--- config.mk ---
export PLATFORM = sky130hd
export DESIGN_NAME = robu_top
export DESIGN_NICKNAME = d
export VERILOG_FILES = /design/src/rtl/robu_pkg.sv /design/src/rtl/robu_mask_gen.sv /design/src/rtl/robu_logic_fn.sv /design/src/rtl/robu_top.sv
export VERILOG_INCLUDE_DIRS = /design/src /design/src/rtl
export SDC_FILE = /design/constraint.sdc
export NUM_CORES = 1
export LEC_CHECK = 0
export BUFFER_PORTS_ARGS = -buffer_cell sky130_fd_sc_hd__buf_4
export CAP_MARGIN = 20
export CORE_AREA = 2 2 121 123
export DETAILED_ROUTE_END_ITERATION = 6
export DIE_AREA = 0 0 123 125
export HOLD_SLACK_MARGIN = 0.15
export PLACE_DENSITY = 0.76
export RECOVER_POWER = 50
export SETUP_SLACK_MARGIN = 0.1
export SLEW_MARGIN = 0
export SYNTH_ARGS = -nofsm -noshare
export SYNTH_HDL_FRONTEND = slang
export SYNTH_HIERARCHICAL = 1
export SYNTH_SLANG_ARGS = --single-unit
--- constraint.sdc ---
create_clock -name sys_clk -period 8 [get_ports sys_clk]
set_clock_uncertainty 0.2 [all_clocks]
set_input_delay 2.4 -clock sys_clk [delete_from_list [all_inputs] [get_ports sys_clk]]
set_output_delay 2.4 -clock sys_clk [all_outputs]
set_load 0.005 [all_outputs]
--- src/rtl/robu_defs.svh ---
`ifndef ROBU_DEFS_SVH
`define ROBU_DEFS_SVH

// Register byte addresses
`define ROBU_ADDR_SHIFT 32'h0fffe000
`define ROBU_ADDR_RMASK 32'h0fffe004
`define ROBU_ADDR_LMASK 32'h0fffe008
`define ROBU_ADDR_FUNC 32'hffffe00c
`define ROBU_ADDR_CTRL 32'hffffe010
`define ROBU_ADDR_COUNT 32'hffffe014

// Register indices into the configuration array
`define ROBU_IDX_SHIFT 3'h0
`define ROBU_IDX_RMASK 3'h1
`define ROBU_IDX_LMASK 3'h2
`define ROBU_IDX_FUNC 3'h3
`define ROBU_IDX_CTRL 3'h4
`define ROBU_IDX_COUNT 3'h5
`define ROBU_IDX_NONE 3'h7
`define ROBU_NUM_REGS 6

// Implemented bits of each register
`define ROBU_IMPL_SHIFT 8'h1f
`define ROBU_IMPL_RMASK 8'h0f
`define ROBU_IMPL_LMASK 8'h0f
`define ROBU_IMPL_FUNC 8'h0f
`define ROBU_IMPL_CTRL 8'hf6
`define ROBU_IMPL_COUNT 8'hff

// Reset values
`define ROBU_RST_REG 8'h00
`define ROBU_RST_UNMAPPED 8'h00

// Field positions
`define ROBU_SHIFT_MSB 3
`define ROBU_SHIFT_LSB 0
`define ROBU_SWAP_BIT 4
`define ROBU_IDX_MSB 3
`define ROBU_IDX_LSB 0
`define ROBU_CTL_BEGIN_RIGHT_MASK_EN 7
`define ROBU_CTL_BEGIN_LEFT_MASK_EN 6
`define ROBU_CTL_END_RIGHT_MASK_EN 5
`define ROBU_CTL_END_LEFT_MASK_EN 4
`define ROBU_CTL_EN 2
`define ROBU_CTL_PRERD 1

// Word counter value on the last word of a scan line
`define ROBU_LAST_COUNT 8'hff

`endif

--- src/rtl/robu_pkg.sv ---
package robu_pkg;

  typedef enum logic [1:0] {
    ROBU_IDLE = 2'b00,
    ROBU_PREREAD = 2'b01,
    ROBU_RUN = 2'b10
  } robu_state_type;

  typedef enum logic [3:0] {
    ROBU_FN_ZERO = 4'h0,
    ROBU_FN_S_AND_D = 4'h1,
    ROBU_FN_S_AND_ND = 4'h2,
    ROBU_FN_S = 4'h3,
    ROBU_FN_NS_AND_D = 4'h4,
    ROBU_FN_D = 4'h5,
    ROBU_FN_S_XOR_D = 4'h6,
    ROBU_FN_S_OR_D = 4'h7,
    ROBU_FN_NS_AND_ND = 4'h8,
    ROBU_FN_S_XNOR_D = 4'h9,
    ROBU_FN_ND = 4'ha,
    ROBU_FN_S_OR_ND = 4'hb,
    ROBU_FN_NS = 4'hc,
    ROBU_FN_NS_OR_D = 4'hd,
    ROBU_FN_NS_OR_ND = 4'he,
    ROBU_FN_ONES = 4'hf
  } robu_fn_type;

  typedef logic [15:0] robu_word_type;

endpackage : robu_pkg

--- src/rtl/robu_mask_gen.sv ---
`timescale 1ns/1ps
`default_nettype none

module robu_mask_gen
  import robu_pkg::*;
(
  input wire logic [3:0] rightIdx,
  input wire logic [3:0] leftIdx,
  output robu_word_type rightMask,
  output robu_word_type leftMask
);

  // Bit 0 is the leftmost pixel of the word
  genvar i;
  generate
    for (i = 0; i < 16; i = i + 1)
    begin : gen_bit
      assign rightMask[i] = (4'(i) <= rightIdx); // [RL6] [RL8]
      assign leftMask[i] = (4'(i) >= leftIdx); // [RL7] [RL8]
    end
  endgenerate

endmodule : robu_mask_gen

`default_nettype wire

--- src/rtl/robu_logic_fn.sv ---
`timescale 1ns/1ps
`default_nettype none

module robu_logic_fn
  import robu_pkg::*;
(
  input wire logic [3:0] fnCode,
  input wire robu_word_type srcWord,
  input wire robu_word_type dstWord,
  input wire robu_word_type maskWord,
  output robu_word_type resWord
);

  robu_word_type fnOut;

  always_comb
  begin
    case (robu_fn_type'(fnCode)) // [RL10]
      ROBU_FN_ZERO: fnOut = 16'h0000;
      ROBU_FN_S_AND_D: fnOut = srcWord & dstWord;
      ROBU_FN_S_AND_ND: fnOut = srcWord & ~dstWord;
      ROBU_FN_S: fnOut = srcWord;
      ROBU_FN_NS_AND_D: fnOut = ~srcWord & dstWord;
      ROBU_FN_D: fnOut = dstWord;
      ROBU_FN_S_XOR_D: fnOut = srcWord ^ dstWord;
      ROBU_FN_S_OR_D: fnOut = srcWord | dstWord;
      ROBU_FN_NS_AND_ND: fnOut = ~srcWord & ~dstWord;
      ROBU_FN_S_XNOR_D: fnOut = ~(srcWord ^ dstWord);
      ROBU_FN_ND: fnOut = ~dstWord;
      ROBU_FN_S_OR_ND: fnOut = srcWord | ~dstWord;
      ROBU_FN_NS: fnOut = ~srcWord;
      ROBU_FN_NS_OR_D: fnOut = ~srcWord | dstWord;
      ROBU_FN_NS_OR_ND: fnOut = ~srcWord | ~dstWord;
      default: fnOut = 16'hffff;
    endcase
  end

  // Disabled positions keep the destination bit
  assign resWord = (fnOut & maskWord) | (dstWord & ~maskWord); // [RL9] [RL21]

endmodule : robu_logic_fn

`default_nettype wire

--- src/rtl/robu_top.sv ---
`timescale 1ns/1ps
`default_nettype none
`include "robu_defs.svh"

// Operation
// RL1 - Six byte registers, all read and write
// RL2 - Software programs registers before blit
// RL3 - Register accesses are byte wide only
// RL4 - Shift by amount in bits 3..0
// RL5 - Bit 4 swaps shifter input halves
// RL6 - Right mask ones at 0 through k
// RL7 - Left mask ones at k through 15
// RL8 - Mask bit 0 is leftmost pixel
// RL9 - Mask one enables operation, zero disables
// RL10 - Function code selects sixteen logic results
// RL11 - Each unit holds its own function
// RL12 - Control bit layout, bits 3,0 reserved
// RL13 - Reset clears control register bits
// RL14 - Preread one or two source words
// RL15 - End left mask when enabled
// RL16 - End right mask only when enabled
// RL17 - Begin left mask when enabled
// RL18 - Begin right mask when enabled
// RL19 - Software loads count as 256 minus N
// RL20 - Blit active bit and low activity
// RL21 - Masked positions keep destination bit
// RL22 - Begin first word, end last, AND
module robu_top
  import robu_pkg::*;
(
  input wire logic sys_clk,
  input wire logic nrst,
  input wire logic [31:0] regAddr,
  input wire logic regWrEn,
  input wire logic regRdEn,
  input wire logic [7:0] regWrData,
  output logic [7:0] regRdData,
  output logic regRdValid,
  input wire logic blitStart,
  input wire logic blitStop,
  input wire logic lineStart,
  input wire logic srcValid,
  input wire robu_word_type srcData,
  input wire logic dstValid,
  input wire robu_word_type dstData,
  output robu_word_type resData,
  output logic resValid,
  output logic lineBusy,
  output logic lineDone,
  output logic blitActive,
  output logic blitActiveN
);

  function automatic logic [2:0] regIndex(input logic [31:0] addr);
    if (addr == `ROBU_ADDR_SHIFT)
      regIndex = `ROBU_IDX_SHIFT;
    else if (addr == `ROBU_ADDR_RMASK)
      regIndex = `ROBU_IDX_RMASK;
    else if (addr == `ROBU_ADDR_LMASK)
      regIndex = `ROBU_IDX_LMASK;
    else if (addr == `ROBU_ADDR_FUNC)
      regIndex = `ROBU_IDX_FUNC;
    else if (addr == `ROBU_ADDR_CTRL)
      regIndex = `ROBU_IDX_CTRL;
    else if (addr == `ROBU_ADDR_COUNT)
      regIndex = `ROBU_IDX_COUNT;
    else
      regIndex = `ROBU_IDX_NONE;
  endfunction : regIndex

  function automatic logic [7:0] implMask(input logic [2:0] idx);
    case (idx)
      `ROBU_IDX_SHIFT: implMask = `ROBU_IMPL_SHIFT;
      `ROBU_IDX_RMASK: implMask = `ROBU_IMPL_RMASK;
      `ROBU_IDX_LMASK: implMask = `ROBU_IMPL_LMASK;
      `ROBU_IDX_FUNC: implMask = `ROBU_IMPL_FUNC;
      `ROBU_IDX_CTRL: implMask = `ROBU_IMPL_CTRL;
      `ROBU_IDX_COUNT: implMask = `ROBU_IMPL_COUNT;
      default: implMask = 8'h00;
    endcase
  endfunction : implMask

  logic [7:0] cfg_q [`ROBU_NUM_REGS];
  logic [7:0] regRdData_q, wordCnt_q;
  logic regRdValid_q, firstWord_q, prereadLeft_q, resValid_q;
  logic lineDone_q, blitActive_q, blitActiveN_q, lineBusy_q;
  robu_state_type state_q, state_d;
  logic [31:0] shiftReg_q, shiftReg_d;
  robu_word_type resData_q;
  logic [2:0] wrIdx, rdIdx;
  logic [7:0] ctrl;
  logic unitEn, srcTake, wordTake, lastWord, lineGo;
  robu_word_type rightMask, leftMask, maskSel, shiftedSrc, resWord;
  assign wrIdx = regIndex(regAddr);
  assign rdIdx = regIndex(regAddr);
  assign ctrl = cfg_q[`ROBU_IDX_CTRL];
  assign unitEn = ctrl[`ROBU_CTL_EN]; // [RL12]

  // Configuration store; unimplemented bits are never stored
  genvar r;
  generate
    for (r = 0; r < `ROBU_NUM_REGS; r = r + 1)
    begin : gen_cfg
      always_ff @(posedge sys_clk or negedge nrst)
      begin
        if (!nrst)
          cfg_q[r] <= `ROBU_RST_REG; // [RL13]
        else if (regWrEn && wrIdx == 3'(r))
          cfg_q[r] <= regWrData & implMask(3'(r)); // [RL1] [RL11]
      end
    end
  endgenerate

  // Read path: count register shows the live word counter
  always_ff @(posedge sys_clk or negedge nrst)
  begin
    if (!nrst)
    begin
      regRdData_q <= `ROBU_RST_UNMAPPED;
      regRdValid_q <= 1'b0;
    end
    else
    begin
      regRdValid_q <= regRdEn;
      if (regRdEn)
      begin
        if (rdIdx == `ROBU_IDX_NONE)
          regRdData_q <= `ROBU_RST_UNMAPPED;
        else if (rdIdx == `ROBU_IDX_COUNT)
          regRdData_q <= wordCnt_q;
        else
          regRdData_q <= cfg_q[rdIdx]; // [RL1] [RL12]
      end
    end
  end

  robu_mask_gen u_mask_gen (
    .rightIdx(cfg_q[`ROBU_IDX_RMASK][`ROBU_IDX_MSB:`ROBU_IDX_LSB]),
    .leftIdx(cfg_q[`ROBU_IDX_LMASK][`ROBU_IDX_MSB:`ROBU_IDX_LSB]),
    .rightMask(rightMask),
    .leftMask(leftMask)
  );

  assign lineGo = (state_q == ROBU_IDLE) && lineStart && unitEn;
  assign srcTake = (state_q == ROBU_PREREAD) && srcValid;
  assign wordTake = (state_q == ROBU_RUN) && srcValid && dstValid;
  assign lastWord = (wordCnt_q == `ROBU_LAST_COUNT);

  always_comb
  begin
    state_d = state_q;
    case (state_q)
      ROBU_IDLE:
        if (lineGo)
          state_d = ROBU_PREREAD;
      ROBU_PREREAD:
        if (!unitEn)
          state_d = ROBU_IDLE;
        else if (srcTake && !prereadLeft_q)
          state_d = ROBU_RUN; // [RL14]
      ROBU_RUN:
        if (!unitEn)
          state_d = ROBU_IDLE;
        else if (wordTake && lastWord)
          state_d = ROBU_IDLE;
      default:
        state_d = ROBU_IDLE;
    endcase
  end

  always_ff @(posedge sys_clk or negedge nrst)
  begin
    if (!nrst)
    begin
      state_q <= ROBU_IDLE;
      lineBusy_q <= 1'b0;
    end
    else
    begin
      state_q <= state_d;
      lineBusy_q <= (state_d != ROBU_IDLE);
    end
  end

  always_ff @(posedge sys_clk or negedge nrst)
  begin
    if (!nrst)
      prereadLeft_q <= 1'b0;
    else if (lineGo)
      prereadLeft_q <= ctrl[`ROBU_CTL_PRERD]; // [RL14]
    else if (srcTake)
      prereadLeft_q <= 1'b0;
  end

  // Counter runs from 256-N up to 255 on the last word
  always_ff @(posedge sys_clk or negedge nrst)
  begin
    if (!nrst)
    begin
      wordCnt_q <= `ROBU_RST_REG;
      firstWord_q <= 1'b0;
    end
    else if (lineGo)
    begin
      wordCnt_q <= cfg_q[`ROBU_IDX_COUNT]; // [RL19]
      firstWord_q <= 1'b1;
    end
    else if (wordTake)
    begin
      wordCnt_q <= wordCnt_q + 8'h01;
      firstWord_q <= 1'b0;
    end
    else if (regWrEn && wrIdx == `ROBU_IDX_COUNT && state_q == ROBU_IDLE)
      wordCnt_q <= regWrData;
  end

  // New word enters the half picked by the swap bit
  always_comb
  begin
    shiftReg_d = shiftReg_q;
    if ((srcTake || wordTake) && cfg_q[`ROBU_IDX_SHIFT][`ROBU_SWAP_BIT])
      shiftReg_d = {shiftReg_q[15:0], srcData}; // [RL5]
    else if (srcTake || wordTake)
      shiftReg_d = {srcData, shiftReg_q[31:16]}; // [RL5]
  end

  always_ff @(posedge sys_clk or negedge nrst)
  begin
    if (!nrst)
      shiftReg_q <= 32'h00000000;
    else
      shiftReg_q <= shiftReg_d;
  end

  // Result uses the word taken this cycle, saving a pipeline stage
  assign shiftedSrc = 16'(shiftReg_d >>
    cfg_q[`ROBU_IDX_SHIFT][`ROBU_SHIFT_MSB:`ROBU_SHIFT_LSB]); // [RL4]

  always_comb
  begin
    maskSel = 16'hffff;
    if (firstWord_q && ctrl[`ROBU_CTL_BEGIN_RIGHT_MASK_EN])
      maskSel = maskSel & rightMask; // [RL18] [RL22]
    if (firstWord_q && ctrl[`ROBU_CTL_BEGIN_LEFT_MASK_EN])
      maskSel = maskSel & leftMask; // [RL17] [RL22]
    if (lastWord && ctrl[`ROBU_CTL_END_RIGHT_MASK_EN])
      maskSel = maskSel & rightMask; // [RL16] [RL22]
    if (lastWord && ctrl[`ROBU_CTL_END_LEFT_MASK_EN])
      maskSel = maskSel & leftMask; // [RL15] [RL22]
  end

  robu_logic_fn u_logic_fn (
    .fnCode(cfg_q[`ROBU_IDX_FUNC][`ROBU_IDX_MSB:`ROBU_IDX_LSB]),
    .srcWord(shiftedSrc),
    .dstWord(dstData),
    .maskWord(maskSel),
    .resWord(resWord)
  );

  always_ff @(posedge sys_clk or negedge nrst)
  begin
    if (!nrst)
    begin
      resData_q <= 16'h0000;
      resValid_q <= 1'b0;
      lineDone_q <= 1'b0;
    end
    else
    begin
      resValid_q <= wordTake;
      lineDone_q <= wordTake && lastWord;
      if (wordTake)
        resData_q <= resWord; // [RL10] [RL21]
    end
  end

  // Start wins over a stop in the same cycle
  always_ff @(posedge sys_clk or negedge nrst)
  begin
    if (!nrst)
    begin
      blitActive_q <= 1'b0;
      blitActiveN_q <= 1'b1; // [RL20]
    end
    else if (blitStart || blitStop)
    begin
      blitActive_q <= blitStart; // [RL20]
      blitActiveN_q <= !blitStart;
    end
  end

  assign regRdData = regRdData_q;
  assign regRdValid = regRdValid_q;
  assign resData = resData_q;
  assign resValid = resValid_q;
  assign lineBusy = lineBusy_q;
  assign lineDone = lineDone_q;
  assign blitActive = blitActive_q;
  assign blitActiveN = blitActiveN_q;

  // Helper: source words taken before the first destination word
  logic [1:0] prereadSeen_q;
  always_ff @(posedge sys_clk or negedge nrst)
  begin
    if (!nrst)
      prereadSeen_q <= 2'h0;
    else if (lineGo)
      prereadSeen_q <= 2'h0;
    else if (srcTake)
      prereadSeen_q <= prereadSeen_q + 2'h1;
  end
endmodule : robu_top

`default_nettype wire

# == Yosys cells after proc, flatten, opt, wreduce, memory -nomap -nowiden ==
# Cells that the tools add are included.
# word_totals
regBits,105
in_bits,81
out_inout_bits,30
# op_classes
addsub,1
n_lt_le_gt_ge,33
n_eq_ne,29
shifts,1
n_mux,31
bitwise,20
reduce_logical,30
# ops
operator,n
one-hot mux 16 bit (15 select lines),1
AND 16 bit,9
equality test 32 x 28 -> 1 bit (second input constant),3
equality test 32 bit (second input constant),3
OR 16 bit,5
2-to-1 mux 16 bit,4
2-to-1 mux 32 bit,2
inverter 16 bit,4
2-to-1 mux 8 bit,7
greater-or-equal comparator 4 bit (first input constant),8
less-or-equal comparator 4 bit (first input constant),8
>> shifter 32 x 4 -> 16 bit,1
equality test 4 bit (second input constant),7
binary-select mux 8 bit (select 3 bit),1
logical AND 1 bit,19
equality test 4 x 3 -> 1 bit (second input constant),4
greater-or-equal comparator 3 x 4 -> 1 bit (first input constant),4
less-or-equal comparator 3 x 4 -> 1 bit (first input constant),4
XOR 16 bit,1
2-to-1 mux 3 bit,5
2-to-1 mux 2 bit,6
equality test 3 bit (second input constant),3
adder 8 x 1 -> 8 bit (second input constant),1
equality test 4 x 2 -> 1 bit (second input constant),2
21 further kinds,33

# == Depth between registers and ports, before layout ==
# logic_depth
ltp_word,13
mapped_depth,15
ltp_nobuf,13

# == By module ==
# Netlist, hierarchy kept.
# by_module_without_submodules
module,n_inst,cells_per_inst,area_each_um2,seq_area_each_um2
robu_top,1,601,6573.8,2628.8
robu_logic_fn,1,125,765.7,0.0
robu_mask_gen,1,47,260.2,0.0

# == Least setup slack after synthesis ==
# No wires, ideal clock.
# synth_path
kind,input to register
startpoint,input port srcValid
endpoint,"register resData_q[13], in the netlist resData[13]"
setup_ns,0.117
t_arrival_ns,4.953
slack_ns,2.729
cell_stages,14
path_buffers,2
path_cell_list,nand4b_2 nand2_1 buf_6 buf_2 mux4_2 mux2i_1 mux2_2 a222oi_1 mux2i_1 o31a_1 a211oi_1 a221o_1 nand2_1 nand2_1
# synth_via
elab_chain_cells,11
# synth_rtl
item,line_no,rtl
from (decl),robu_top.sv:42,"input wire logic srcValid,"
logical AND 1 bit (2 in series),robu_top.sv:146,assign wordTake = (state_q == ROBU_RUN) && srcValid && dstValid;
logical OR 1 bit (*),"robu_top.sv:221, robu_top.sv:223",
2-to-1 mux 32 bit or logical AND 1 bit (tied branches),"robu_top.sv:223, robu_top.sv:221",
2-to-1 mux 32 bit (*),robu_top.sv:221,if ((srcTake || wordTake) && cfg_q[`ROBU_IDX_SHIFT][`ROBU_SWAP_BIT])
>> shifter 32 x 4 -> 16 bit (*),robu_top.sv:236,assign shiftedSrc = 16'(shiftReg_d >>
net shiftedSrc[13],robu_top.sv:93,"robu_word_type rightMask, leftMask, maskSel, shiftedSrc, resWord;"
inverter 16 bit or XOR 16 bit (tied branches),--,
"OR 16 bit, or another cell as far along",robu_logic_fn.sv:33,ROBU_FN_NS_OR_ND: fnOut = ~srcWord | ~dstWord;
one-hot mux 16 bit (15 select lines) (*),robu_logic_fn.sv:18,case (robu_fn_type'(fnCode))
AND 16 bit (*),robu_logic_fn.sv:39,assign resWord = (fnOut & maskWord) | (dstWord & ~maskWord);
OR 16 bit (*),robu_logic_fn.sv:39,
net resWord[13],robu_top.sv:93,
to (signal assigned),robu_top.sv:273,resData_q <= resWord;
to (decl),robu_top.sv:89,robu_word_type resData_q;
# The timed path passes the listed nets; every way through them passes the cells marked *.
# A chain may end at the register's enable or synchronous reset.

# == Worst setup path after layout ==
# layout_path
startpoint,input port srcValid
endpoint,"register resData_q[13], in the netlist resData[13]"
# layout_via
elab_chain_cells,11
# layout_rtl
item,line_no,rtl
logical AND 1 bit (2 in series),robu_top.sv:146,
logical OR 1 bit (*),"robu_top.sv:221, robu_top.sv:223",
2-to-1 mux 32 bit or logical AND 1 bit (tied branches),"robu_top.sv:223, robu_top.sv:221",
2-to-1 mux 32 bit (*),robu_top.sv:221,
net shiftReg_d[26],robu_top.sv:88,"logic [31:0] shiftReg_q, shiftReg_d;"
>> shifter 32 x 4 -> 16 bit (*),robu_top.sv:236,
net shiftedSrc[13],robu_top.sv:93,
inverter 16 bit or XOR 16 bit (tied branches),--,
"OR 16 bit, or another cell as far along",robu_logic_fn.sv:33,
one-hot mux 16 bit (15 select lines) (*),robu_logic_fn.sv:18,
AND 16 bit (*),robu_logic_fn.sv:39,
OR 16 bit (*),robu_logic_fn.sv:39,
net resWord[13],robu_top.sv:93,
# Marked as above.

==> results.ini <==
[synthesis]
yosysSeqAreaShare_pct = 34.6
syn_inst = 773
synth_commonest_cells = dfrtp_1 (104), nand2_1 (98), mux2_2 (77)
yosys_register_bits = 105
syn_area_per_cell_um2 = 9.83
mappedNetlistArea_um2 = 7600
synth_warnings = 6
ys.flop_type = dfrtp_1
async_flop_share_pct = 100
yosysMostFrequentCell = dfrtp_1
ys_types = 88
yosys.area.top_type = dfrtp_1
ys_top_cells_by_area = dfrtp_1 (34%), mux2_2 (11%), mux4_2 (8.0%)
synth_top_area_share_pct = 34.2
synth_edf_count = 0

[floorplanning]
row_count = 44
fp.coreArea_um2 = 14200
die_w_um = 123
die_h_um = 125
die-area_um2 = 15400
ios = 111
start_util_pct = 53.5

[status]
status = complete, but fails checks
violations = max-capacitance violations, max-slew violations

[run]
cap_violations = 3

[route]
dr.pass1.iters = 7
vias = 6769
wl_mm = 21.2
routedWlPerCell_um = 20.4
via_per_inst = 6.51
antenna_left = 0
drc = 0
drt_iter0_drc = 785

[clock_tree]
cts_inserted_buffers = 9
clkLatencyLatePin_ps = 370
cts_num_sinks = 105
post_cts_resized = 0
htree_levels = 3
post_cts_buffers = 0
cts_tree = built
cts_hold_buf = 0
cts_buffer_depth = 2
clkTransAtPathRegs_ps = 80
cts_root_buf = clkbuf_16

[power_and_ir_drop]
p_int_w = 0.000785
cellPowerDensity_nw_per_um2 = 119
switching_share_pct = 24.6
clockPowerShare_pct = 41.8
power_frac_seq_pct = 51.2
leakage_nw = 3.87
p_sw_w = 0.000256
irDropWorstVdd_mv = 0.0941
pwr-share-comb_pct = 7.0

[global_routing]
grt_max_degree = 60
antenna_found_initial = 0
grt_overflow = 0
grt_usage_pct = 28.4
grt_pass1_vias = 6686
grt_pass1_wl_mm = 34.4

[layout]
areaGrowthSynthToFinish_pct = 14.8
fillers = 1190
nets = 933
fin_util_pct = 61.4
final_cell_area_um2 = 8730
drive_gt1_share_pct = 30.8
n_antenna_cell = 0

[worst_hold_path]
holdCritStartpoint = resData[6]$_DFFE_PN0P_
hold_path_class = flip-flop to flip-flop

[worst_setup_path]
r2r-start = state_q[0]$_DFF_PN0_
cp.arrival_ps = 6970
critPathLaunchType = input port
required_ps = 8110
critPathKind = input port to flip-flop
startpoint = srcValid
critPathCaptureType = flip-flop
cp_max_fo = 35

[place]
globalplace.congestion = 0.928
post-place-ws_ps = 1590
port_buffers = 110
place_area_um2 = 8460
dp_hpwl_mm = 15.4

[timing]
rsz0062_at_grt = false
finalWorstSetupSlack_ps = 1130
finalSetupViolations = 0
hold_viol_final = 0
max_freq_mhz = 146
tightest_slew_ps = 2520
period_share_pct = 85.8
report.final.slew_viol_count = 84
hold-worst-slack_ps = 276
tns_ps = 0
finalCriticalPeriod_ps = 6870
maxSlewHeadroom_pct = -68.0

-- layout make-up --
cell class / count / area, um^2 / area share (%)
multi-input cells: 587 / 4600 / 52.7
flip-flops and latches: 105 / 2630 / 30.1
repair buffers: 120 / 885 / 10.1
clock buffers: 11 / 233 / 2.67
well taps: 184 / 230 / 2.64
inverters: 28 / 105 / 1.20
clock inverters: 5 / 46.3 / 0.530
-- worst paths after layout --
kind                                                end  slack [ps]  cells past startpoint
worst min register to register   resData[6]$_DFFE_PN0P_         280                      2
min in group asynchronous        blitActive$_DFFE_PN0P_        2600                      1
worst max-delay path            resData[13]$_DFFE_PN0P_        1130                     16
max in group asynchronous        resData[6]$_DFFE_PN0P_        2460                      2
worst min-delay path             resData[6]$_DFFE_PN0P_         280                      2
worst max register to register  resData[13]$_DFFE_PN0P_        2850                     15
-- metrics by stage --
stage / instances / power (W)
detailed placement: 1023 / 0.000618
finish: 1040 / 0.00104
CTS: 1039 / 0.00105
global placement: 1023 / 0.000615
floorplan: 774 / 0.000563
global route: 1040 / 0.00107
-- metal layers --
| layer | global-route usage, % | up-vias | routed length (um) | share of wire, % |
|---|---|---|---|---|
| met3 | 5.38 | 53 | 1520 | 7.2 |
| met4 | 11.0 | 0 | 542 | 2.6 |
| met1 | 39.4 | 3339 | 9150 | 43 |
| li1 | - | 3067 | - | - |
| met2 | 44.0 | 310 | 10000 | 47 |
| met5 | 0 | - | 0 | 0 |
-- cells in the final DEF (no fill, tap or decap), drive strengths merged, types with 19 or more instances in the layout --
cell type  Yosys  final
dfrtp        104    104
nand2        101    101
buf           32     83
mux2          83     83
nor2          50     50
clkbuf        22     48
mux2i         44     44
o21ai         43     43
a21oi         41     41
inv           25     28
mux4          27     27
o22a          19     19
-- critical path: stages --
cell and delay (ps):
clkbuf_1 210, nand4b_2 130, buf_4 240, clkinv_1 110
clkbuf_1 1350, nor3_1 100, a21oi_1 360, mux2_2 240
mux2i_1 80, a222oi_1 700, mux2i_1 180, o31a_1 280
a211oi_1 230, a221o_1 210, nand2_1 50, nand2_1 100
-- power by group through the flow --
| stage | registers (W) | logic (W) | clock network, W |
|---|---|---|---|
| after floorplan | 0.000544 | 0.0000190 | 0 |
| after global placement | 0.000543 | 0.0000720 | 0 |
| after detailed placement | 0.000544 | 0.0000745 | 0 |
| after CTS | 0.000533 | 0.0000748 | 0.000439 |
| after global routing | 0.000533 | 0.0000804 | 0.000461 |
| final | 0.000533 | 0.0000729 | 0.000435 |
-- cell families after synthesis --
kind of cell	share of synthesized area, %
fa+ha+maj	0.165
mux	26.3
other cells	0.0493
xor+xnor	0.576
simple gates	14.8
flops	34.6
buf+inv	4.97
compound gates	18.6
-- flip-flops by register name, summed over array words and instances, names as in the netlist --
register       cells
regRdValid         1
lineBusy           1
wordCnt_q          8
lineDone           1
resData           16
resValid           1
firstWord_q        1
regRdData          8
blitActive         1
state_q            2
blitActiveN        1
ctrl               6
cfg_q             25
shiftReg_q        32
prereadLeft_q      1
No activity file was read; power rests on OpenSTA's default activity.
